**config.mk**
```make
export PLATFORM = sky130hd
export DESIGN_NAME = ftm_handler
export DESIGN_NICKNAME = d
export VERILOG_FILES = /design/src/ftm_task_mem.v /design/src/ftm_handler.v
export VERILOG_INCLUDE_DIRS = /design/src
export SDC_FILE = /design/constraint.sdc
export NUM_CORES = 1
export LEC_CHECK = 0
export ABC_AREA = 1
export BUFFER_PORTS_ARGS = -buffer_cell sky130_fd_sc_hd__buf_2
export CAP_MARGIN = 20
export CORE_AREA = 2 2 265 397
export DETAILED_ROUTE_END_ITERATION = 6
export DIE_AREA = 0 0 267 399
export SETUP_SLACK_MARGIN = 0.4
export SYNTH_ARGS = -nofsm -noshare
export SYNTH_HDL_FRONTEND = slang
export SYNTH_SLANG_ARGS = --single-unit
export TNS_END_PERCENT = 30
```
**constraint.sdc**
```tcl
create_clock -name clock -period 4.4 [get_ports clock]
set_input_delay 0.22 -clock clock [delete_from_list [all_inputs] [get_ports clock]]
set_output_delay 0.22 -clock clock [all_outputs]
set_load 0.02 [all_outputs]
```
**src/ftm_defines.vh**
```
`ifndef FTM_DEFINES_VH
`define FTM_DEFINES_VH

// APB register byte offsets
`define FTM_REG_CTRL 8'h00
`define FTM_REG_STAT 8'h04
`define FTM_REG_UA 8'h08

// Control bit positions and reset value
`define FTM_CTRL_RSV 0
`define FTM_CTRL_STOP 1
`define FTM_CTRL_RST 2'h0

// Status bit positions
`define FTM_STAT_ACA 8
`define FTM_STAT_FLT 9
`define FTM_STAT_BUSY 11

// Unit attention register fields
`define FTM_UA_CLR_POS 4

// Task management functions on the request port
`define FTM_TMF_ABORT_SET 3'h1
`define FTM_TMF_CLEAR_SET 3'h2
`define FTM_TMF_TGT_RESET 3'h3
`define FTM_TMF_LUN_RESET 3'h4
`define FTM_TMF_TERMINATE 3'h5
`define FTM_TMF_CLEAR_ACA 3'h6

// Task management response codes
`define FTM_RSP_DONE 8'h00
`define FTM_RSP_REJECT 8'h04
`define FTM_RSP_FAILURE 8'h05

// Basic link service reply fields
`define FTM_RJT_LOGICAL 8'h03
`define FTM_RJT_BAD_XID 8'h03
`define FTM_RXID_NONE 16'hffff
`define FTM_SEQ_ID_INVALID 8'h00
`define FTM_LOW_SEQ_CNT 16'h0000
`define FTM_HIGH_SEQ_CNT 16'hffff

// SCSI status, sense key and additional sense codes
`define FTM_ST_GOOD 8'h00
`define FTM_ST_CHECK 8'h02
`define FTM_ST_TSF 8'h28
`define FTM_ST_ACA_ACTIVE 8'h30
`define FTM_SK_NONE 4'h0
`define FTM_SK_ILLEGAL 4'h5
`define FTM_ASC_NONE 8'h00
`define FTM_ASC_BAD_OP 8'h20
`define FTM_ASC_BAD_FIELD 8'h24
`define FTM_SNS_LEN 8'h12

// Opcodes named by the command decoder
`define FTM_OP_FORMAT 8'h04
`define FTM_OP_READ10 8'h28
`define FTM_OP_WRITE10 8'h2a

`endif

```
**src/ftm_task_mem.v**
```verilog
`timescale 1ns/1ps
`default_nettype none

module ftm_task_mem (
   input wire clock,
   input wire nrst,
   input wire we,
   input wire [2:0] waddr,
   input wire [81:0] wdata,
   input wire [2:0] raddr,
   output reg [81:0] rdata
);

   reg [81:0] mem [0:7];

   // Array has no reset: read data is only used while the entry's valid bit is set
   always @(posedge clock) begin
      if (we) begin
         mem[waddr] <= wdata;
      end
   end

   always @(posedge clock or negedge nrst) begin
      if (!nrst) begin
         rdata <= 82'h0;
      end else begin
         rdata <= mem[raddr];
      end
   end

endmodule

`default_nettype wire

```
**src/ftm_handler.v**
```verilog
// How it works
// RULE1: Abort request kills matching task only
// RULE2: Initiator recovers open exchanges after success
// RULE3: Initiator may abort without sequence initiative
// RULE4: Abort uses open or unused sequence id
// RULE5: Abort count is last plus one, else zero
// RULE6: Abort carries own ox, rx FFFFh until assigned
// RULE7: Abort frame marks initiator sequence context
// RULE8: Reject only when assigned pair is unknown
// RULE9: Reject: logical error, bad id pair, last
// RULE10: Accept header echoes ids, last, recipient context
// RULE11: Accept payload: invalid seq id, 0000h..FFFFh
// RULE12: Abort task set kills requester's tasks
// RULE13: Terminate task answered function rejected
// RULE14: Clear ACA answered function rejected
// RULE15: Target reset clears all, attention to everyone
// RULE16: Clear task set, attention to other owners
// RULE17: Logical unit reset equals target reset
// RULE18: Task tag is sid, did, ox, rx
// RULE19: Check condition freezes queue, others ACA ACTIVE
// RULE20: NACA zero only; faulted initiator resumes queue
// RULE21: Check condition returns sense with length
// RULE22: Decode supported opcodes and service actions
// RULE23: Management response codes 00h, 04h, 05h
// RULE24: Unknown opcode gives illegal request check
//
// Our own choices: the APB register port and the register offsets.

`timescale 1ns/1ps
`default_nettype none
`include "ftm_defines.vh"

module ftm_handler (
   input wire clock,
   input wire nrst,
   input wire psel,
   input wire penable,
   input wire pwrite,
   input wire [7:0] paddr,
   input wire [31:0] pwdata,
   output reg [31:0] prdata,
   output reg pready,
   output reg pslverr,
   input wire abts_valid,
   input wire [23:0] abts_sid,
   input wire [23:0] abts_did,
   input wire [15:0] abts_ox,
   input wire [15:0] abts_rx,
   input wire tmf_valid,
   input wire [2:0] tmf_fn,
   input wire [1:0] tmf_init,
   input wire [15:0] tmf_ox,
   input wire cmd_valid,
   input wire [1:0] cmd_init,
   input wire [23:0] cmd_sid,
   input wire [23:0] cmd_did,
   input wire [15:0] cmd_ox,
   input wire [7:0] cmd_opcode,
   input wire [4:0] cmd_sa,
   input wire cmd_naca,
   input wire done_valid,
   input wire [2:0] done_idx,
   output reg req_ready,
   output reg ba_valid,
   output reg ba_reject,
   output reg [15:0] ba_ox,
   output reg [15:0] ba_rx,
   output reg ba_last,
   output reg ba_ctx_recip,
   output reg [7:0] ba_reason,
   output reg [7:0] ba_expl,
   output reg [7:0] ba_seqid_vld,
   output reg [15:0] ba_low_cnt,
   output reg [15:0] ba_high_cnt,
   output reg rsp_valid,
   output reg rsp_tmf,
   output reg [15:0] rsp_ox,
   output reg [15:0] rsp_rx,
   output reg [7:0] rsp_code,
   output reg [7:0] rsp_status,
   output reg [7:0] rsp_sns_len,
   output reg [3:0] rsp_key,
   output reg [7:0] rsp_asc,
   output reg aca_active,
   output reg rsv_held
);

   localparam [1:0] S_IDLE = 2'b00;
   localparam [1:0] S_READ = 2'b01;
   localparam [1:0] S_CMP = 2'b10;
   localparam [1:0] S_FIN = 2'b11;

   ////////////////////////////////////////////////////////////////////////////

   function supported;
      input [7:0] op;
      input [4:0] sa;
      begin
         case (op)
            8'h00, 8'h01, 8'h03, `FTM_OP_FORMAT, 8'h07, 8'h08, 8'h0a, 8'h12,
            8'h15, 8'h16, 8'h17, 8'h1a, 8'h1b, 8'h1c, 8'h1d, 8'h25,
            `FTM_OP_READ10, `FTM_OP_WRITE10, 8'h2e, 8'h2f, 8'h34, 8'h35,
            8'h37, 8'h3b, 8'h3c, 8'h3e, 8'h3f, 8'h41, 8'h42, 8'h4c, 8'h4d,
            8'h55, 8'h56, 8'h57, 8'h5a, 8'h5e, 8'h5f, 8'h88, 8'h8a, 8'h8e,
            8'h8f, 8'h91, 8'h93, 8'ha0, 8'ha8, 8'haa, 8'hae, 8'haf,
            8'hb7: supported = 1'b1;
            8'h7f: supported = (sa >= 5'h09) && (sa <= 5'h0d);
            8'h9e: supported = (sa == 5'h10);
            8'ha3: supported = (sa == 5'h05) || (sa == 5'h0c) || (sa == 5'h0d);
            8'ha4: supported = (sa == 5'h06);
            default: supported = 1'b0;
         endcase
      end
   endfunction

   ////////////////////////////////////////////////////////////////////////////

   reg [1:0] state_reg;
   reg [1:0] state_next;
   reg job_tmf_reg;
   reg [2:0] idx_reg;
   reg [7:0] valid_reg;
   reg [7:0] valid_next;
   reg hit_reg;
   reg part_reg;
   reg [23:0] q_sid_reg;
   reg [23:0] q_did_reg;
   reg [15:0] q_ox_reg;
   reg [15:0] q_rx_reg;
   reg [2:0] q_fn_reg;
   reg [1:0] q_init_reg;
   reg [1:0] fault_reg;
   reg stop_reg;
   reg [3:0] ua_reg;
   reg [3:0] uac_reg;
   reg [3:0] ua_set;
   reg [3:0] uac_set;
   reg kill;
   reg [2:0] free_idx;
   reg free_found;
   reg [31:0] rd_val;
   reg addr_ok;
   integer i;

   wire [81:0] mem_rdata;
   wire [1:0] owner = mem_rdata[81:80];
   wire slot_live = valid_reg[idx_reg];
   wire is_reset = (q_fn_reg == `FTM_TMF_TGT_RESET) || (q_fn_reg == `FTM_TMF_LUN_RESET);
   wire take_abts = req_ready & abts_valid;
   wire take_tmf = req_ready & tmf_valid & ~abts_valid;
   wire take_cmd = req_ready & cmd_valid & ~abts_valid & ~tmf_valid;
   wire scan_fn = (tmf_fn == `FTM_TMF_ABORT_SET) || (tmf_fn == `FTM_TMF_CLEAR_SET) ||
                  (tmf_fn == `FTM_TMF_TGT_RESET) || (tmf_fn == `FTM_TMF_LUN_RESET);
   wire cmd_sup = supported(cmd_opcode, cmd_sa); // RULE22
   wire other_aca = aca_active & (cmd_init != fault_reg);
   wire cmd_store = take_cmd & ~other_aca & cmd_sup & ~cmd_naca & free_found;
   wire apb_wr = psel & penable & pready & pwrite;
   wire [15:0] new_rx = {13'h0, free_idx};

   // Tag layout {owner, sid, did, ox, rx}: the rx id is the slot number
   ftm_task_mem u_mem (
      .clock(clock),
      .nrst(nrst),
      .we(cmd_store),
      .waddr(free_idx),
      .wdata({cmd_init, cmd_sid, cmd_did, cmd_ox, new_rx}), // RULE18
      .raddr(idx_reg),
      .rdata(mem_rdata)
   );

   ////////////////////////////////////////////////////////////////////////////

   always @* begin
      free_found = 1'b0;
      free_idx = 3'h0;
      for (i = 7; i >= 0; i = i - 1) begin
         if (!valid_reg[i]) begin
            free_found = 1'b1;
            free_idx = i[2:0];
         end
      end
   end

   always @* begin
      kill = 1'b0;
      ua_set = 4'h0;
      uac_set = 4'h0;
      if (state_reg == S_CMP && slot_live) begin
         if (!job_tmf_reg) begin
            kill = (mem_rdata[79:0] == {q_sid_reg, q_did_reg, q_ox_reg, q_rx_reg}); // RULE1
         end else if (q_fn_reg == `FTM_TMF_ABORT_SET) begin
            kill = (owner == q_init_reg); // RULE12
         end else begin
            kill = 1'b1; // RULE15 RULE16
            if (q_fn_reg == `FTM_TMF_CLEAR_SET && owner != q_init_reg) begin
               ua_set[owner] = 1'b1; // RULE16
               uac_set[owner] = 1'b1;
            end
         end
      end
      if (state_reg == S_FIN && job_tmf_reg && is_reset) begin
         ua_set = 4'hf; // RULE15 RULE17
      end
   end

   always @* begin
      valid_next = valid_reg;
      if (done_valid) begin
         valid_next[done_idx] = 1'b0;
      end
      if (cmd_store) begin
         valid_next[free_idx] = 1'b1;
      end
      if (kill) begin
         valid_next[idx_reg] = 1'b0;
      end
   end

   always @* begin
      state_next = state_reg;
      case (state_reg)
         S_IDLE: begin
            if (take_abts || (take_tmf && scan_fn)) begin
               state_next = S_READ;
            end
         end
         S_READ: begin
            state_next = S_CMP;
         end
         S_CMP: begin
            state_next = (idx_reg == 3'h7) ? S_FIN : S_READ;
         end
         default: begin
            state_next = S_IDLE;
         end
      endcase
   end

   always @* begin
      rd_val = 32'h0;
      addr_ok = 1'b1;
      if (paddr == `FTM_REG_CTRL) begin
         rd_val[`FTM_CTRL_RSV] = rsv_held;
         rd_val[`FTM_CTRL_STOP] = stop_reg;
      end else if (paddr == `FTM_REG_STAT) begin
         rd_val[7:0] = valid_reg;
         rd_val[`FTM_STAT_ACA] = aca_active;
         rd_val[`FTM_STAT_FLT +: 2] = fault_reg;
         rd_val[`FTM_STAT_BUSY] = (state_reg != S_IDLE);
      end else if (paddr == `FTM_REG_UA) begin
         rd_val[3:0] = ua_reg;
         rd_val[`FTM_UA_CLR_POS +: 4] = uac_reg;
      end else begin
         addr_ok = 1'b0;
      end
   end

   ////////////////////////////////////////////////////////////////////////////

   always @(posedge clock or negedge nrst) begin
      if (!nrst) begin
         {prdata, pready, pslverr} <= 34'h0;
         state_reg <= S_IDLE;
         valid_reg <= 8'h0;
         {job_tmf_reg, idx_reg, hit_reg, part_reg} <= 6'h0;
         {q_sid_reg, q_did_reg, q_ox_reg, q_rx_reg, q_fn_reg, q_init_reg} <= 85'h0;
         {fault_reg, stop_reg, ua_reg, uac_reg} <= 11'h0;
         {req_ready, aca_active, rsv_held} <= 3'h0;
         {ba_valid, ba_reject, ba_ox, ba_rx, ba_last, ba_ctx_recip} <= 36'h0;
         {ba_reason, ba_expl, ba_seqid_vld, ba_low_cnt, ba_high_cnt} <= 56'h0;
         {rsp_valid, rsp_tmf, rsp_ox, rsp_rx, rsp_code, rsp_status} <= 50'h0;
         {rsp_sns_len, rsp_key, rsp_asc} <= 20'h0;
      end else begin
         // Zero-wait APB: data is captured in setup, pready rises for access
         pready <= psel & ~penable;
         if (psel & ~penable) begin
            prdata <= rd_val;
            pslverr <= ~addr_ok;
         end
         if (apb_wr && paddr == `FTM_REG_CTRL) begin
            rsv_held <= pwdata[`FTM_CTRL_RSV];
            stop_reg <= pwdata[`FTM_CTRL_STOP];
         end
         // Write one to clear; a new attention in the same cycle survives
         if (apb_wr && paddr == `FTM_REG_UA) begin
            ua_reg <= (ua_reg & ~pwdata[3:0]) | ua_set;
            uac_reg <= (uac_reg & ~pwdata[`FTM_UA_CLR_POS +: 4]) | uac_set;
         end else begin
            ua_reg <= ua_reg | ua_set;
            uac_reg <= uac_reg | uac_set;
         end
         valid_reg <= valid_next;
         state_reg <= state_next;
         req_ready <= (state_next == S_IDLE) & ~stop_reg;
         ba_valid <= 1'b0;
         rsp_valid <= 1'b0;

         if (take_abts) begin
            job_tmf_reg <= 1'b0;
            idx_reg <= 3'h0;
            hit_reg <= 1'b0;
            part_reg <= 1'b0;
            q_sid_reg <= abts_sid;
            q_did_reg <= abts_did;
            q_ox_reg <= abts_ox;
            q_rx_reg <= abts_rx;
         end else if (take_tmf) begin
            q_fn_reg <= tmf_fn;
            q_init_reg <= tmf_init;
            q_ox_reg <= tmf_ox;
            job_tmf_reg <= 1'b1;
            idx_reg <= 3'h0;
            if (!scan_fn) begin
               // Terminate, clear ACA and unknown functions are not carried out
               rsp_valid <= 1'b1; // RULE13 RULE14
               rsp_tmf <= 1'b1;
               rsp_ox <= tmf_ox;
               rsp_rx <= `FTM_RXID_NONE;
               rsp_code <= `FTM_RSP_REJECT; // RULE23
               rsp_status <= `FTM_ST_GOOD;
               {rsp_sns_len, rsp_key, rsp_asc} <= 20'h0;
            end
         end else if (take_cmd) begin
            rsp_valid <= 1'b1;
            rsp_tmf <= 1'b0;
            rsp_ox <= cmd_ox;
            rsp_rx <= cmd_store ? new_rx : `FTM_RXID_NONE;
            rsp_code <= `FTM_RSP_DONE;
            {rsp_sns_len, rsp_key, rsp_asc} <= 20'h0;
            if (other_aca) begin
               rsp_status <= `FTM_ST_ACA_ACTIVE; // RULE19
            end else begin
               aca_active <= 1'b0; // RULE20
               if (!cmd_sup || cmd_naca) begin
                  // A set NACA bit on a supported opcode is refused like a bad opcode, but with the invalid field ASC
                  rsp_status <= `FTM_ST_CHECK; // RULE24 RULE20
                  rsp_key <= `FTM_SK_ILLEGAL;
                  rsp_asc <= cmd_sup ? `FTM_ASC_BAD_FIELD : `FTM_ASC_BAD_OP;
                  rsp_sns_len <= `FTM_SNS_LEN; // RULE21
                  aca_active <= 1'b1; // RULE19
                  fault_reg <= cmd_init;
               end else if (!free_found) begin
                  rsp_status <= `FTM_ST_TSF;
               end else begin
                  rsp_status <= `FTM_ST_GOOD;
               end
            end
         end

         if (state_reg == S_CMP) begin
            idx_reg <= idx_reg + 3'h1;
            if (kill) begin
               hit_reg <= 1'b1;
            end
            if (slot_live && mem_rdata[79:56] == q_sid_reg && mem_rdata[31:16] == q_ox_reg) begin
               part_reg <= 1'b1; // RULE8
            end
         end

         if (state_reg == S_FIN) begin
            if (!job_tmf_reg) begin
               ba_valid <= 1'b1;
               ba_ox <= q_ox_reg; // RULE10
               ba_rx <= q_rx_reg;
               ba_last <= 1'b1; // RULE9 RULE10
               ba_ctx_recip <= 1'b1;
               if (part_reg && !hit_reg) begin
                  ba_reject <= 1'b1; // RULE8
                  ba_reason <= `FTM_RJT_LOGICAL; // RULE9
                  ba_expl <= `FTM_RJT_BAD_XID;
                  {ba_seqid_vld, ba_low_cnt, ba_high_cnt} <= 40'h0;
               end else begin
                  ba_reject <= 1'b0;
                  {ba_reason, ba_expl} <= 16'h0;
                  ba_seqid_vld <= `FTM_SEQ_ID_INVALID; // RULE11
                  ba_low_cnt <= `FTM_LOW_SEQ_CNT;
                  ba_high_cnt <= `FTM_HIGH_SEQ_CNT;
               end
            end else begin
               rsp_valid <= 1'b1;
               rsp_tmf <= 1'b1;
               rsp_ox <= q_ox_reg;
               rsp_rx <= `FTM_RXID_NONE;
               rsp_code <= `FTM_RSP_DONE; // RULE23
               rsp_status <= `FTM_ST_GOOD;
               {rsp_sns_len, rsp_key, rsp_asc} <= 20'h0;
               if (is_reset) begin
                  // Power-on state, but the login table outside is left alone
                  rsv_held <= 1'b0; // RULE15 RULE17
                  aca_active <= 1'b0;
                  fault_reg <= 2'h0;
               end
            end
         end
      end
   end

endmodule

`default_nettype wire

```
==> results.txt <==
Status -> finished clean
Peak supply drop -> 0.300 mV
Vias in the first global route -> 23800
Initial Util -> 32.8%
Initial antenna violation count -> 17
Hold Path Stages -> 4
Finish-stage setup viols -> 0
Clk buf depth -> 3
Post-synthesis sequential area ratio -> 71.6%
Post-synth EDFFs -> 552
Die ar. -> 107000 µm²
Worst Hold Launch -> done_idx[0]
Final HPWL DP -> 65.3 mm
Std cell rows -> 144
Worst setup SP type -> register
Hold Violations, Final -> 0
Non-Filler Instances -> 4880
Slowest cell on crit path -> nor3_4
WL/cell -> 20.7 µm
Multi-input gate area -> 8140 µm²
Number of cells on the worst reg-to-reg path -> 7
Placed instance count -> 4522
First-pass GRT wire length -> 150 mm
Biggest register -> u_mem.mem
FF/Latch Area -> 24200 µm²
Routed vias -> 23700
Worst Skew -> 21.9 ps
Post-route clock period utilization -> 73.6%
Commonest non-fill, non-tap cell in the layout -> nand2_1
DIE HEIGHT -> 399 µm
Crit-path max cell delay -> 760 ps
Critical Path, Cell by Cell -> nand3b_1, nor2_4, inv_2, nor2_1, nand4_4, nor3_4, buf_12
Die X -> 267 µm
Antenna-violating nets left -> 0
Ratio of cells with drive above 1 in the final layout -> 17.1%
Reg-to-reg setup timing slack -> 1160 ps
Fillers -> 9665
Core area -> 103000 µm²
Seq pwr share -> 45.0%
Total Power -> 21300 µW
Reg2reg end -> u_mem.mem[6][51]
Area Overhead vs Synth -> 23.9%
Vias per Instance -> 4.85
Leak Pwr -> 0.0170 µW
Slew Limit Fails -> 0
DRT Pass-1 Iters -> 6
FF-to-FF Start -> req_ready
Prevailing post-synth register cell -> edfxtp_1
Critical Path RT -> 4750 ps
Slew @ Worst Pin -> 985 ps
Distinct cells, synth -> 49
Clock sinks -> 856
CTS resizes -> 0
Number of flip-flops under the largest register name -> 552
RSZ-0062 raised after global routing -> false
DRC -> 0
Share of power burned in combinational logic -> 20.9%
WP data arrival -> 3590 ps
PortBufs -> 351
Remaining global-route overflow -> 0
Gp weighted congestion -> 0.863
Synthesis-stage register bit count -> 856
Postcts setup bufs -> 0
Switching Fraction -> 30.7%
Worst-skew pair later-pin latency -> 670 ps
Most frequent cells in the layout -> nand2_1 (697), edfxtp_1 (552), buf_2 (350)
Setup crit end kind -> register
Hold Path Class -> in -> reg
# nets final -> 3652
Placed cell area -> 37100 µm²
H-tree depth -> 3
Crit path time final -> 3240 ps
FMAX -> 309 MHz
Power Internal -> 14800 µW
Setup TNS -> 0 ps
Total GRT Usage -> 18.9%
Syn_area_per_cell -> 11.8 µm²
Power Dens Cells -> 510 nW/µm²
Async SR Flop Fraction -> 35.5%
Worst-path fanout max -> 25
Number of max-cap violations -> 0
Pin count of the biggest net entering global routing -> 98
First DRT Iteration DRCs -> 2310
Final Cell Area -> 41800 µm²
Number of CTS-inserted buffers -> 86
Biggest regs -> u_mem.mem x552, u_mem.rdata x69
WHS Endpoint -> valid_reg[5]
Clk pwr share -> 34.1%
Post-Route WL -> 101 mm
Mapped Cells -> 2866
Critical path type -> reg -> reg
Clock transition at the registers of the reported paths -> 60 ps
IO Count -> 432
TritonCTS clock tree -> yes
Slew HR -> 34.4%
Synthesized cell area -> 33800 µm²
Net Sw Power -> 6560 µW
Clock root cell -> clkbuf_16
Warnings from Yosys -> 0
## Yosys cell counts, types with 10 or more instances
master	number	area, µm²
nor3_1	12	60.1
a221oi_1	40	350
nand2_1	698	2620
xor2_1	25	219
dfrtp_1	304	7610
o21ai_0	256	1280
inv_1	165	619
o211ai_1	15	113
a21oi_1	54	270
buf_4	77	578
buf_1	21	78.8
edfxtp_1	552	16600
nand4_1	73	457
nor2_1	233	875
nand3_1	77	385
a22oi_1	66	495
clkbuf_1	82	308
a22o_1	10	87.6
xnor2_1	18	158
## metrics by stage
stage	hold slack, ps	setup slack [ps]	util (%)
2_1_floorplan	-75.6	-156	-
3_3_place_gp	314	1090	36.1
3_5_place_dp	306	1080	36.1
4_1_cts	9.10	1160	40.7
5_1_grt	81.9	973	40.7
6_report	47.1	1160	40.7
## power groups by stage
stage                     Combinational, µW  Sequential [µW]  Clock (µW)
final                                  4460             9610        7270
after global routing                   4930             9670        7730
after CTS                              4540             9610        7410
after detailed placement               4370             9770           0
after global placement                 4330             9750           0
after floorplan                        2480             9890           0
## critical path, delay by kind of cell (launching register included)
kind | cells | cell delay [ps]
and+or+nand+nor | 5 | 1980
DFF | 1 | 440
buffers and inverters | 2 | 440
## layer usage
| metal | routed length, µm | vias up | track usage [%] |
|---|---|---|---|
| met1 | 39600 | 11600 | 22.4 |
| met5 | 54 | - | 0 |
| met3 | 6020 | 197 | 3.28 |
| li1 | - | 10900 | - |
| met4 | 4020 | 8 | 7.39 |
| met2 | 51100 | 915 | 33.9 |
## worst max-delay path by stage
| stage | startpoint | end | slack [ps] | depth (start not counted) |
|---|---|---|---|---|
| 2_1_floorplan | req_ready | u_mem.mem[2][0] | -160 | 7 |
| 3_3_place_gp | cmd_opcode[6] | u_mem.mem[3][23] | 1090 | 14 |
| 3_5_place_dp | cmd_opcode[1] | u_mem.mem[3][45] | 1080 | 14 |
| 4_1_cts | req_ready | u_mem.mem[6][51] | 1160 | 7 |
| 5_1_grt | req_ready | u_mem.mem[6][40] | 970 | 7 |
| 6_report | req_ready | u_mem.mem[6][51] | 1160 | 7 |
## what timing repair did
item,CTS,global route
hold buffers,194,0
hold endpoints to repair,746,0
endpoints found under the setup margin,0,0
## logic make-up (layout without fill, tap and decap cells)
kind of cell / Yosys count / count (layout) / share of synthesized area, %
and+or+nand+nor: 1132 / 1132 / 13.9
DFF: 856 / 856 / 71.6
AOI/OAI and AO/OA: 466 / 466 / 8.30
buffers and inverters: 366 / 933 / 5.00
xor gates and xnor gates: 43 / 43 / 1.11
adders and majority gates: 2 / 2 / 0.0741
other: 1 / 61 / 0.0111
## final cells by class
class                           instances  share of cell area [%]
Sequential cell                       856                    57.8
Multi-Input combinational cell       1699                    19.5
Timing Repair Buffer                  598                    10.3
Clock buffer                          126                    6.05
Tap cell                             1387                    4.15
Inverter                              176                    1.60
Clock inverter                         33                   0.637
Antenna cell                            5                  0.0299
No activity file was read; power rests on OpenSTA's default activity.
